`src/bbsw_pkg.sv`:
```
package bbsw_pkg;

  // ---------------------------------------------------------------------
  // Register map
  // ---------------------------------------------------------------------
  localparam int unsigned BBSW_ADDR_W       = 12;
  localparam logic [11:0] BBSW_CTRL_OFFS    = 12'h000;
  localparam logic [11:0] BBSW_STATUS_OFFS  = 12'h004;

  // Control word fields.
  localparam int unsigned BBSW_CTRL_SWAP_BIT = 0;
  localparam int unsigned BBSW_CTRL_LOCK_BIT = 1;

  // Status word fields.
  localparam int unsigned BBSW_STS_SWAP_BIT   = 0;
  localparam int unsigned BBSW_STS_STRAP_BIT  = 1;
  localparam int unsigned BBSW_STS_SIZE_LSB   = 2;
  localparam int unsigned BBSW_STS_LOCK_BIT   = 5;
  localparam int unsigned BBSW_STS_BWRST_BIT  = 6;
  localparam int unsigned BBSW_STS_PLRST_BIT  = 7;

  // Reset values.
  localparam logic        BBSW_SWAP_RST     = 1'b0;
  localparam logic        BBSW_LOCK_RST     = 1'b0;
  localparam logic [31:0] BBSW_RDATA_RST    = 32'h0000_0000;

  // ---------------------------------------------------------------------
  // Remap geometry
  // ---------------------------------------------------------------------
  localparam int unsigned BBSW_CYC_ADDR_W   = 32;
  localparam int unsigned BBSW_SIZE_W       = 3;
  localparam logic [4:0]  BBSW_BASE_BIT     = 5'h10;
  localparam logic [31:0] BBSW_ONES         = 32'hffff_ffff;
  localparam logic [31:0] BBSW_ONE          = 32'h0000_0001;

  // ---------------------------------------------------------------------
  // Pin synchroniser layout
  // ---------------------------------------------------------------------
  localparam int unsigned BBSW_SYNC_W       = 6;
  localparam int unsigned BBSW_SY_BWRST     = 0;
  localparam int unsigned BBSW_SY_PLRST     = 1;
  localparam int unsigned BBSW_SY_STRAP     = 2;
  localparam int unsigned BBSW_SY_SIZE_LSB  = 3;
  // Reset lines idle high, straps idle low.
  localparam logic [5:0]  BBSW_SYNC_RST     = 6'h03;

  // ---------------------------------------------------------------------
  // Host cycle carrier
  // ---------------------------------------------------------------------
  typedef struct packed {
    logic [31:0] addr;
    logic        to_flash;
    logic        write;
  } bbsw_cyc_t;

  localparam bbsw_cyc_t BBSW_CYC_RST = '{addr: 32'h0000_0000,
                                         to_flash: 1'b0,
                                         write: 1'b0};

endpackage

```
`src/bbsw_remap.sv`:
```
`timescale 1ns/1ns
module bbsw_remap
  import bbsw_pkg::*;
(
  // Incoming cycle
  input  wire bbsw_cyc_t          cyc_i,
  // Swap control
  input  wire logic               swap_en_i,
  input  wire logic [2:0]         size_code_i,
  // Remapped cycle
  output      bbsw_cyc_t          cyc_o,
  output      logic               flipped_o
);

  // ---------------------------------------------------------------------
  // Region decode
  // ---------------------------------------------------------------------
  // Inverted bit sits at 16 plus the size code.
  wire logic [4:0]  flip_pos;
  wire logic [4:0]  top_pos;
  wire logic [31:0] region_mask;
  wire logic [31:0] flip_mask;
  wire logic        in_top;

  assign flip_pos    = BBSW_BASE_BIT + {2'b00, size_code_i};
  assign top_pos     = flip_pos + 5'h01;
  // The two exchanged blocks share every bit above the flipped one.
  assign region_mask = BBSW_ONES << top_pos;
  assign flip_mask   = BBSW_ONE << flip_pos;
  assign in_top      = (cyc_i.addr & region_mask) == region_mask;

  // ---------------------------------------------------------------------
  // Address output
  // ---------------------------------------------------------------------

  assign flipped_o = swap_en_i & cyc_i.to_flash & in_top;
  assign cyc_o.addr     = flipped_o ? (cyc_i.addr ^ flip_mask)
                                    : cyc_i.addr;
  assign cyc_o.to_flash = cyc_i.to_flash;
  assign cyc_o.write    = cyc_i.write;

endmodule

```
`src/bbsw_top.sv`:
```
// What this block does
// While swap is on, invert one address line on flash cycles in the top region.
// While swap is off, flash addresses pass unchanged, no bit inverted.
// Size 000: FFFF_0000-FFFF_FFFF exchanges with FFFE_0000-FFFE_FFFF.
// Size 001: FFFE_0000-FFFF_FFFF exchanges with FFFC_0000-FFFD_FFFF.
// Size 010: FFFC_0000-FFFF_FFFF exchanges with FFF8_0000-FFFB_FFFF.
// Size 011: FFF8_0000-FFFF_FFFF exchanges with FFF0_0000-FFF7_FFFF.
// Size 100: FFF0_0000-FFFF_FFFF exchanges with FFE0_0000-FFEF_FFFF.
// Size 101: FFE0_0000-FFFF_FFFF exchanges with FFC0_0000-FFDF_FFFF.
// Size 110: FFC0_0000-FFFF_FFFF exchanges with FF80_0000-FFBF_FFFF.
// Size 111: FF80_0000-FFFF_FFFF exchanges with FF00_0000-FF7F_FFFF.
// Battery-well reset clears the swap bit; platform reset leaves it alone.
// Swap bit lives in the battery-backed well and survives power loss.
// Forcing strap makes swap read and act as 1; software cannot clear it.
// Only cycles aimed at the serial flash are remapped.
// Software copies, verifies, swaps, erases, rewrites, verifies, unswaps, locks.
// Software should checksum the copied block before enabling swap.
// Inverted bit is 16 plus the block-size code.
// With lock-down set, swap writes are ignored until a reset clears lock.
//
// Register access over APB and the register addresses were left to the implementer.
`timescale 1ns/1ns
module bbsw_top
  import bbsw_pkg::*;
(
  // Clock and reset
  input  wire logic                   clk_sys_i,
  input  wire logic                   rst_n_i,
  // Pins from the platform
  input  wire logic                   battery_well_reset_n_i,
  input  wire logic                   platform_reset_n_i,
  input  wire logic                   swap_force_strap_i,
  input  wire logic [2:0]             block_size_strap_i,
  // APB slave
  input  wire logic                   psel_i,
  input  wire logic                   penable_i,
  input  wire logic                   pwrite_i,
  input  wire logic [BBSW_ADDR_W-1:0] paddr_i,
  input  wire logic [31:0]            pwdata_i,
  input  wire logic [3:0]             pstrb_i,
  output      logic [31:0]            prdata_o,
  output      logic                   pready_o,
  output      logic                   pslverr_o,
  // Host cycles in
  input  wire logic                   up_valid_i,
  input  wire bbsw_cyc_t              up_cyc_i,
  // Cycles to the flash controller and other targets
  output      logic                   dn_valid_o,
  output      bbsw_cyc_t              dn_cyc_o,
  output      logic                   dn_flipped_o,
  // State
  output      logic                   swap_active_o
);

  // ---------------------------------------------------------------------
  // Pin synchronisers
  // ---------------------------------------------------------------------
  // Straps are static in normal use; a strap that moves mid-run may show
  // a mixed size code for one cycle, which only a misused jumper causes.
  wire logic [BBSW_SYNC_W-1:0] pins_raw;
  wire logic [BBSW_SYNC_W-1:0] pins_sync;

  assign pins_raw = {block_size_strap_i,
                     swap_force_strap_i,
                     platform_reset_n_i,
                     battery_well_reset_n_i};

  genvar gi;
  generate
    for (gi = 0; gi < BBSW_SYNC_W; gi++)
    begin : g_sync
      logic meta_reg;
      logic sync_reg;
      always_ff @(posedge clk_sys_i)
      begin
        if (!rst_n_i)
        begin
          meta_reg <= BBSW_SYNC_RST[gi];
          sync_reg <= BBSW_SYNC_RST[gi];
        end
        else
        begin
          meta_reg <= pins_raw[gi];
          sync_reg <= meta_reg;
        end
      end
      assign pins_sync[gi] = sync_reg;
    end
  endgenerate

  wire logic       bw_rst_act;
  wire logic       pl_rst_act;
  wire logic       strap_act;
  wire logic [2:0] size_code;

  assign bw_rst_act = ~pins_sync[BBSW_SY_BWRST];
  assign pl_rst_act = ~pins_sync[BBSW_SY_PLRST];
  assign strap_act  = pins_sync[BBSW_SY_STRAP];
  // The size code is not latched: every cycle uses the live synchronised
  // strap, so moving the strap mid-run retargets the swap at once.
  assign size_code  = pins_sync[BBSW_SY_SIZE_LSB +: BBSW_SIZE_W];

  // ---------------------------------------------------------------------
  // APB decode
  // ---------------------------------------------------------------------
  function automatic logic hit_offs(input logic [BBSW_ADDR_W-1:0] a,
                                    input logic [BBSW_ADDR_W-1:0] o);
    hit_offs = (a == o);
  endfunction

  logic        pready_reg;
  logic        pslverr_reg;
  logic [31:0] prdata_reg;
  logic [31:0] prdata_next;

  wire logic setup_ph;
  wire logic access_ok;
  wire logic sel_ctrl;
  wire logic sel_status;
  wire logic mapped;
  wire logic wr_ctrl;
  wire logic wr_lane0;

  assign setup_ph   = psel_i & ~penable_i;
  assign access_ok  = psel_i & penable_i & pready_reg;
  assign sel_ctrl   = hit_offs(paddr_i, BBSW_CTRL_OFFS);
  assign sel_status = hit_offs(paddr_i, BBSW_STATUS_OFFS);
  assign mapped     = sel_ctrl | sel_status;
  // Status is read-only, so a write there is refused like a hole.
  assign wr_ctrl    = access_ok & pwrite_i & sel_ctrl;
  // Only byte lane 0 carries fields, so a write with pstrb_i[0] low
  // changes nothing; the upper strobes are accepted and ignored.
  assign wr_lane0   = wr_ctrl & pstrb_i[0];

  // ---------------------------------------------------------------------
  // Swap and lock-down state
  // ---------------------------------------------------------------------
  // The swap flop stands for the battery-backed bit: only the power-on
  // reset and the battery-well reset touch it, never the platform reset.
  logic swap_reg;
  logic swap_next;
  logic lock_reg;
  logic lock_next;
  logic bw_seen_reg;
  logic bw_seen_next;
  logic pl_seen_reg;
  logic pl_seen_next;

  wire logic swap_wr_ok;
  wire logic swap_eff;

  // lock blocks the write; R13: strap blocks it too.
  assign swap_wr_ok = wr_lane0 & ~lock_reg & ~strap_act;
  assign swap_eff   = swap_reg | strap_act;

  always_comb
  begin
    swap_next = swap_reg;
    if (bw_rst_act)
      swap_next = 1'b0;
    else if (swap_wr_ok)
      swap_next = pwdata_i[BBSW_CTRL_SWAP_BIT];
  end

  always_comb
  begin
    lock_next = lock_reg;
    if (bw_rst_act | pl_rst_act)
      lock_next = 1'b0;
    else if (wr_lane0 & pwdata_i[BBSW_CTRL_LOCK_BIT])
      lock_next = 1'b1;
  end

  // Sticky reset-seen flags; a new reset event wins over a clear write.
  // Both are cleared through the control word, since the status word is
  // read-only; software learns from them which resets have hit since the last clear.
  always_comb
  begin
    bw_seen_next = bw_seen_reg;
    pl_seen_next = pl_seen_reg;
    if (wr_lane0)
    begin
      if (pwdata_i[BBSW_STS_BWRST_BIT])
        bw_seen_next = 1'b0;
      if (pwdata_i[BBSW_STS_PLRST_BIT])
        pl_seen_next = 1'b0;
    end
    if (bw_rst_act)
      bw_seen_next = 1'b1;
    if (pl_rst_act)
      pl_seen_next = 1'b1;
  end

  always_ff @(posedge clk_sys_i)
  begin
    if (!rst_n_i)
    begin
      swap_reg    <= BBSW_SWAP_RST;
      lock_reg    <= BBSW_LOCK_RST;
      bw_seen_reg <= 1'b0;
      pl_seen_reg <= 1'b0;
    end
    else
    begin
      swap_reg    <= swap_next;
      lock_reg    <= lock_next;
      bw_seen_reg <= bw_seen_next;
      pl_seen_reg <= pl_seen_next;
    end
  end

  // ---------------------------------------------------------------------
  // APB read data and answer
  // ---------------------------------------------------------------------
  // The answer is prepared in the setup cycle so that the access phase
  // always completes in one cycle with registered outputs.
  wire logic [31:0] ctrl_word;
  wire logic [31:0] status_word;

  assign ctrl_word   = {30'h0000_0000, lock_reg, swap_eff};
  assign status_word = {24'h00_0000,
                        pl_seen_reg,
                        bw_seen_reg,
                        lock_reg,
                        size_code,
                        strap_act,
                        swap_eff};

  // Read data is zero outside an access, so a stale word never lingers
  // on the bus between transfers.
  always_comb
  begin
    prdata_next = BBSW_RDATA_RST;
    if (setup_ph & ~pwrite_i & sel_ctrl)
      prdata_next = ctrl_word;
    else if (setup_ph & ~pwrite_i & sel_status)
      prdata_next = status_word;
  end

  always_ff @(posedge clk_sys_i)
  begin
    if (!rst_n_i)
    begin
      pready_reg  <= 1'b0;
      pslverr_reg <= 1'b0;
      prdata_reg  <= BBSW_RDATA_RST;
    end
    else
    begin
      pready_reg  <= setup_ph;
      pslverr_reg <= setup_ph & (~mapped | (pwrite_i & sel_status));
      prdata_reg  <= prdata_next;
    end
  end

  assign prdata_o  = prdata_reg;
  assign pready_o  = pready_reg;
  assign pslverr_o = pslverr_reg;

  // ---------------------------------------------------------------------
  // Cycle remap path
  // ---------------------------------------------------------------------
  bbsw_cyc_t remap_cyc;
  logic      remap_flip;

  bbsw_remap u_remap
  (
    .cyc_i       (up_cyc_i),
    .swap_en_i   (swap_eff),
    .size_code_i (size_code),
    .cyc_o       (remap_cyc),
    .flipped_o   (remap_flip)
  );

  logic      dn_valid_reg;
  bbsw_cyc_t dn_cyc_reg;
  logic      dn_flip_reg;
  logic      swap_out_reg;

  // One register stage; non-flash cycles go through untouched.
  // The stage costs one cycle of latency on every host cycle, but keeps
  // the flash-bound address free of decode glitches and lets every
  // output come straight from a flop.
  always_ff @(posedge clk_sys_i)
  begin
    if (!rst_n_i)
    begin
      dn_valid_reg <= 1'b0;
      dn_cyc_reg   <= BBSW_CYC_RST;
      dn_flip_reg  <= 1'b0;
      swap_out_reg <= 1'b0;
    end
    else
    begin
      dn_valid_reg <= up_valid_i;
      dn_cyc_reg   <= remap_cyc;
      dn_flip_reg  <= up_valid_i & remap_flip;
      swap_out_reg <= swap_eff;
    end
  end

  assign dn_valid_o    = dn_valid_reg;
  assign dn_cyc_o      = dn_cyc_reg;
  assign dn_flipped_o  = dn_flip_reg;
  assign swap_active_o = swap_out_reg;

endmodule

```
`config.mk`:
```
export PLATFORM = sky130hd
export DESIGN_NAME = bbsw_top
export DESIGN_NICKNAME = d
export VERILOG_FILES = /design/src/bbsw_pkg.sv /design/src/bbsw_remap.sv /design/src/bbsw_top.sv
export SDC_FILE = /design/constraint.sdc
export NUM_CORES = 1
export LEC_CHECK = 0
export CORE_MARGIN = 2
export CORE_UTILIZATION = 40
export DETAILED_ROUTE_END_ITERATION = 10
export DONT_BUFFER_PORTS = 1
export PLACE_DENSITY = 0.65
export RECOVER_POWER = 25
export SKIP_CTS_REPAIR_TIMING = 1
export SYNTH_ARGS = -nofsm -noshare
export SYNTH_HDL_FRONTEND = slang
export SYNTH_SLANG_ARGS = --single-unit
```
`constraint.sdc`:
```
create_clock -name clk_sys_i -period 2.2 [get_ports clk_sys_i]
set_input_delay 0 -clock clk_sys_i [delete_from_list [all_inputs] [get_ports clk_sys_i]]
set_output_delay 0 -clock clk_sys_i [all_outputs]
set_load 0.02 [all_outputs]
```
==> metrics.csv <==
stage;metric;value;unit
die;Rows;28;
clock_tree;H-tree levels;3;
yosys;asr flop ratio synth;0;
grt;Overflow after GRT;0;
finish;ant diodes;0;
yosys;sequential-to-total area share from yosys stat;0.5073;
clock_tree;clock root buffer;clkbuf_8;
clock_tree;clock slew at the register clock pins of the worst setup and hold paths;0.07;ns
power;Gate power share;0.101;
finish;Register Area;0.001265;mm^2
placed_design;GPL Wtd Cong;0.7747;
clock_tree;Clock Latency Late Sink;0.33;ns
worst_setup_path;WS Path Type;flip-flop to flip-flop;
min_path;hold depth;3;
min_path;Hold Path End;dn_flipped_o$_SDFF_PN0_;
clock_tree;Max Root-Sink Buffers;2;
flow_run;MaxCap Viol Count;0;
yosys;Top FF cell, synth;dfxtp_1;
worst_setup_path;Reg2Reg Depth;9;
power;Switching Fraction;0.2379;
power;post-layout power;2626;uW
power;maximum vdd ir drop;0.0004234;V
grt;total track usage;0.1442;
sta;final period utilization;0.9947;
die;core box area;0.005956;mm^2
worst_setup_path;crit path buf inv count;2;
worst_setup_path;FF-to-FF End;dn_cyc_o[24]$_SDFF_PN0_;
yosys;Synth Cell Area;0.002486;mm^2
routing;Vias;1953;
yosys;number of distinct library cells after synthesis;40;
yosys;largest area contributor in the netlist;dfxtp_1;
sta;Final Max Slew Viols;0;
power;part of the power in registers;0.478;
worst_setup_path;cell family with most CP delay;simple AND/OR/NAND/NOR gates;
worst_setup_path;RR Startpoint;g_sync[3].sync_reg$_SDFF_PN0_;
routing;Via density;4.740;
min_path;hold_sp;up_cyc_i[1];
yosys;Syn Area/Cell;10.32;um^2
yosys;#FFs+latches synth;63;
min_path;HP Class;input pin to flip-flop;
sta;setup tns final;0;ns
routing;antenna-violating nets left;0;
grt;vias in the first global route;1512;
sta;Final Setup Violations;0;
routing;initial drt markers;36;
routing;Routed WL per cell;14.77;um
power;Sw Pwr;624.8;uW
yosys;post-synth top area share;0.5073;
finish;max FFs per register;34;
finish;most frequent cells in the layout;dlygate4sd3_1, dfxtp_1, and2_1;
sta;Achievable Freq;457.0;MHz
worst_setup_path;crit-path cells;ha_4 > inv_2 > ha_4 > nand2b_4 > a221oi_2 > a21boi_2 > buf_4 > or4_1 > a21boi_1;
yosys;Yosys warning total;0;
sta;Clock Skew;0.007608;ns
worst_setup_path;worst-path fanout max;6;
finish;Layout fillers;502;
finish;nets@finish;434;
finish;fin area;0.003638;mm^2
finish;area of the multi-input gates;0.001151;mm^2
routing;routed wire length;6.087;mm
finish;most common cell after layout, fill and taps aside;dlygate4sd3_1;
placed_design;dpl ws;-0.1393;ns
placed_design;Placement Cell Area;0.002581;mm^2
yosys;ranking of synthesized cells by area;dfxtp_1, and2_1, buf_4;
power;Clock Power Share;0.421;
yosys;number of synthesized flops with an enable pin;0;
clock_tree;TritonCTS Buffers;9;
finish;fraction of layout cells with a size suffix above 1;0.1780;
grt;first-pass GRT wire length;7.783;mm
power;pwr/cell area;721.8;mW/mm^2
placed_design;DP HPWL;3.743;mm
routing;DRC violations left;0;
die;Ports;165;
worst_setup_path;crit end category;flip-flop;
worst_setup_path;reg2reg setup slack;0.01;ns
sta;final hold vios;0;
finish;Area Growth Syn to Fin;46.35;%
clock_tree;CTS tree;yes;
die;Die Width;82.84;um
die;Initial Util;0.4174;
power;Pleak;0.001505;uW
worst_setup_path;Worst Setup Start Kind;flip-flop;
routing;detailed-router iteration count before antenna repair;4;
worst_setup_path;crit path DAT;2.44;ns
worst_setup_path;CP peak stage delay;0.50;ns
worst_setup_path;CP required;2.46;ns
clock_tree;Clock Sinks;63;
sta;worst setup margin;0.01165;ns
yosys;Synth Instances;241;
worst_setup_path;critical path's slowest cell;or4_1;
sta;Final Critical Period;2.188;ns
sta;RSZ-0062 raised after global routing;yes;
grt;largest net degree at the start of global routing;54;
worst_setup_path;Most Frequent Cell on Critical Path;ha_4;
sta;final hold slack;0.01189;ns
power;internal power;2001;uW
grt;initial antenna violation count;0;
die;die area;0.006862;mm^2
run_status;status;completed;
placed_design;Port Buffers;0;
die;Die Span Y;82.84;um
-- power groups by stage --
stage / registers [uW] / logic [uW] / clock network [uW]
final: 1260 / 265 / 1110
after CTS: 1250 / 136 / 1130
after floorplan: 1280 / 145 / 0
after global routing: 1260 / 289 / 1170
after global placement: 1280 / 134 / 0
after detailed placement: 1280 / 135 / 0
-- cell families after synthesis --
kind of cell / Yosys count / synth area share
AOI/OAI and AO/OA: 33 / 0.1047
adders and majority gates: 8 / 0.04026
buffers and inverters: 43 / 0.1022
DFF: 63 / 0.5073
muxes: 2 / 0.008053
other: 1 / 0.001508
and+or+nand+nor: 91 / 0.2360
-- layout make-up --
class | instances | area share
flip-flops and latches | 63 | 0.3477
multi-input cells | 158 | 0.3164
repair buffers | 89 | 0.2380
clock buffers | 10 | 0.03783
well taps | 75 | 0.02579
clock inverters | 6 | 0.02304
inverters | 11 | 0.01135
-- worst min-delay path, cell delays in order --
cell     delay, ns
o21a_1        0.13
nand4_1       0.12
nor3_1        0.05
-- cell usage after synthesis (all sizes together), types with 3 or more instances --
master	count
nand2	3
or4	8
and2	40
dfxtp	63
nand2b	5
nor3	6
o21ai	5
inv	11
a21boi	10
o31ai	7
nand3	3
buf	26
nand4	10
ha	8
nor2	8
clkbuf	6
-- metal layers --
| layer | GRT usage | vias up | share of wire |
|---|---|---|---|
| met5 | 0 | - | 0 |
| met2 | 0.2155 | 92 | 0.49 |
| met3 | 0.07356 | 12 | 0.078 |
| met1 | 0.1702 | 891 | 0.41 |
| met4 | 0.07154 | 0 | 0.021 |
| li1 | - | 958 | - |
-- how the worst max path moves through the flow --
stage,endpoint,from,depth (start not counted),slack [ns]
2_1_floorplan,dn_cyc_o[20]$_SDFF_PN0_,g_sync[3].sync_reg$_SDFF_PN0_,8,0.02
3_3_place_gp,dn_cyc_o[21]$_SDFF_PN0_,g_sync[3].sync_reg$_SDFF_PN0_,9,-0.09
3_5_place_dp,dn_cyc_o[24]$_SDFF_PN0_,g_sync[3].sync_reg$_SDFF_PN0_,9,-0.14
4_1_cts,dn_cyc_o[24]$_SDFF_PN0_,g_sync[4].sync_reg$_SDFF_PN0_,9,-0.19
5_1_grt,dn_cyc_o[21]$_SDFF_PN0_,g_sync[3].sync_reg$_SDFF_PN0_,9,-0.04
6_report,dn_cyc_o[24]$_SDFF_PN0_,g_sync[3].sync_reg$_SDFF_PN0_,9,0.01
-- through the flow --
step | instances | util
global route | 412 | 0.6109
detailed placement | 324 | 0.4334
finish | 412 | 0.6109
floorplan | 264 | -
CTS | 340 | 0.4706
global placement | 324 | 0.4334
No activity file was read; power rests on OpenSTA's default activity.
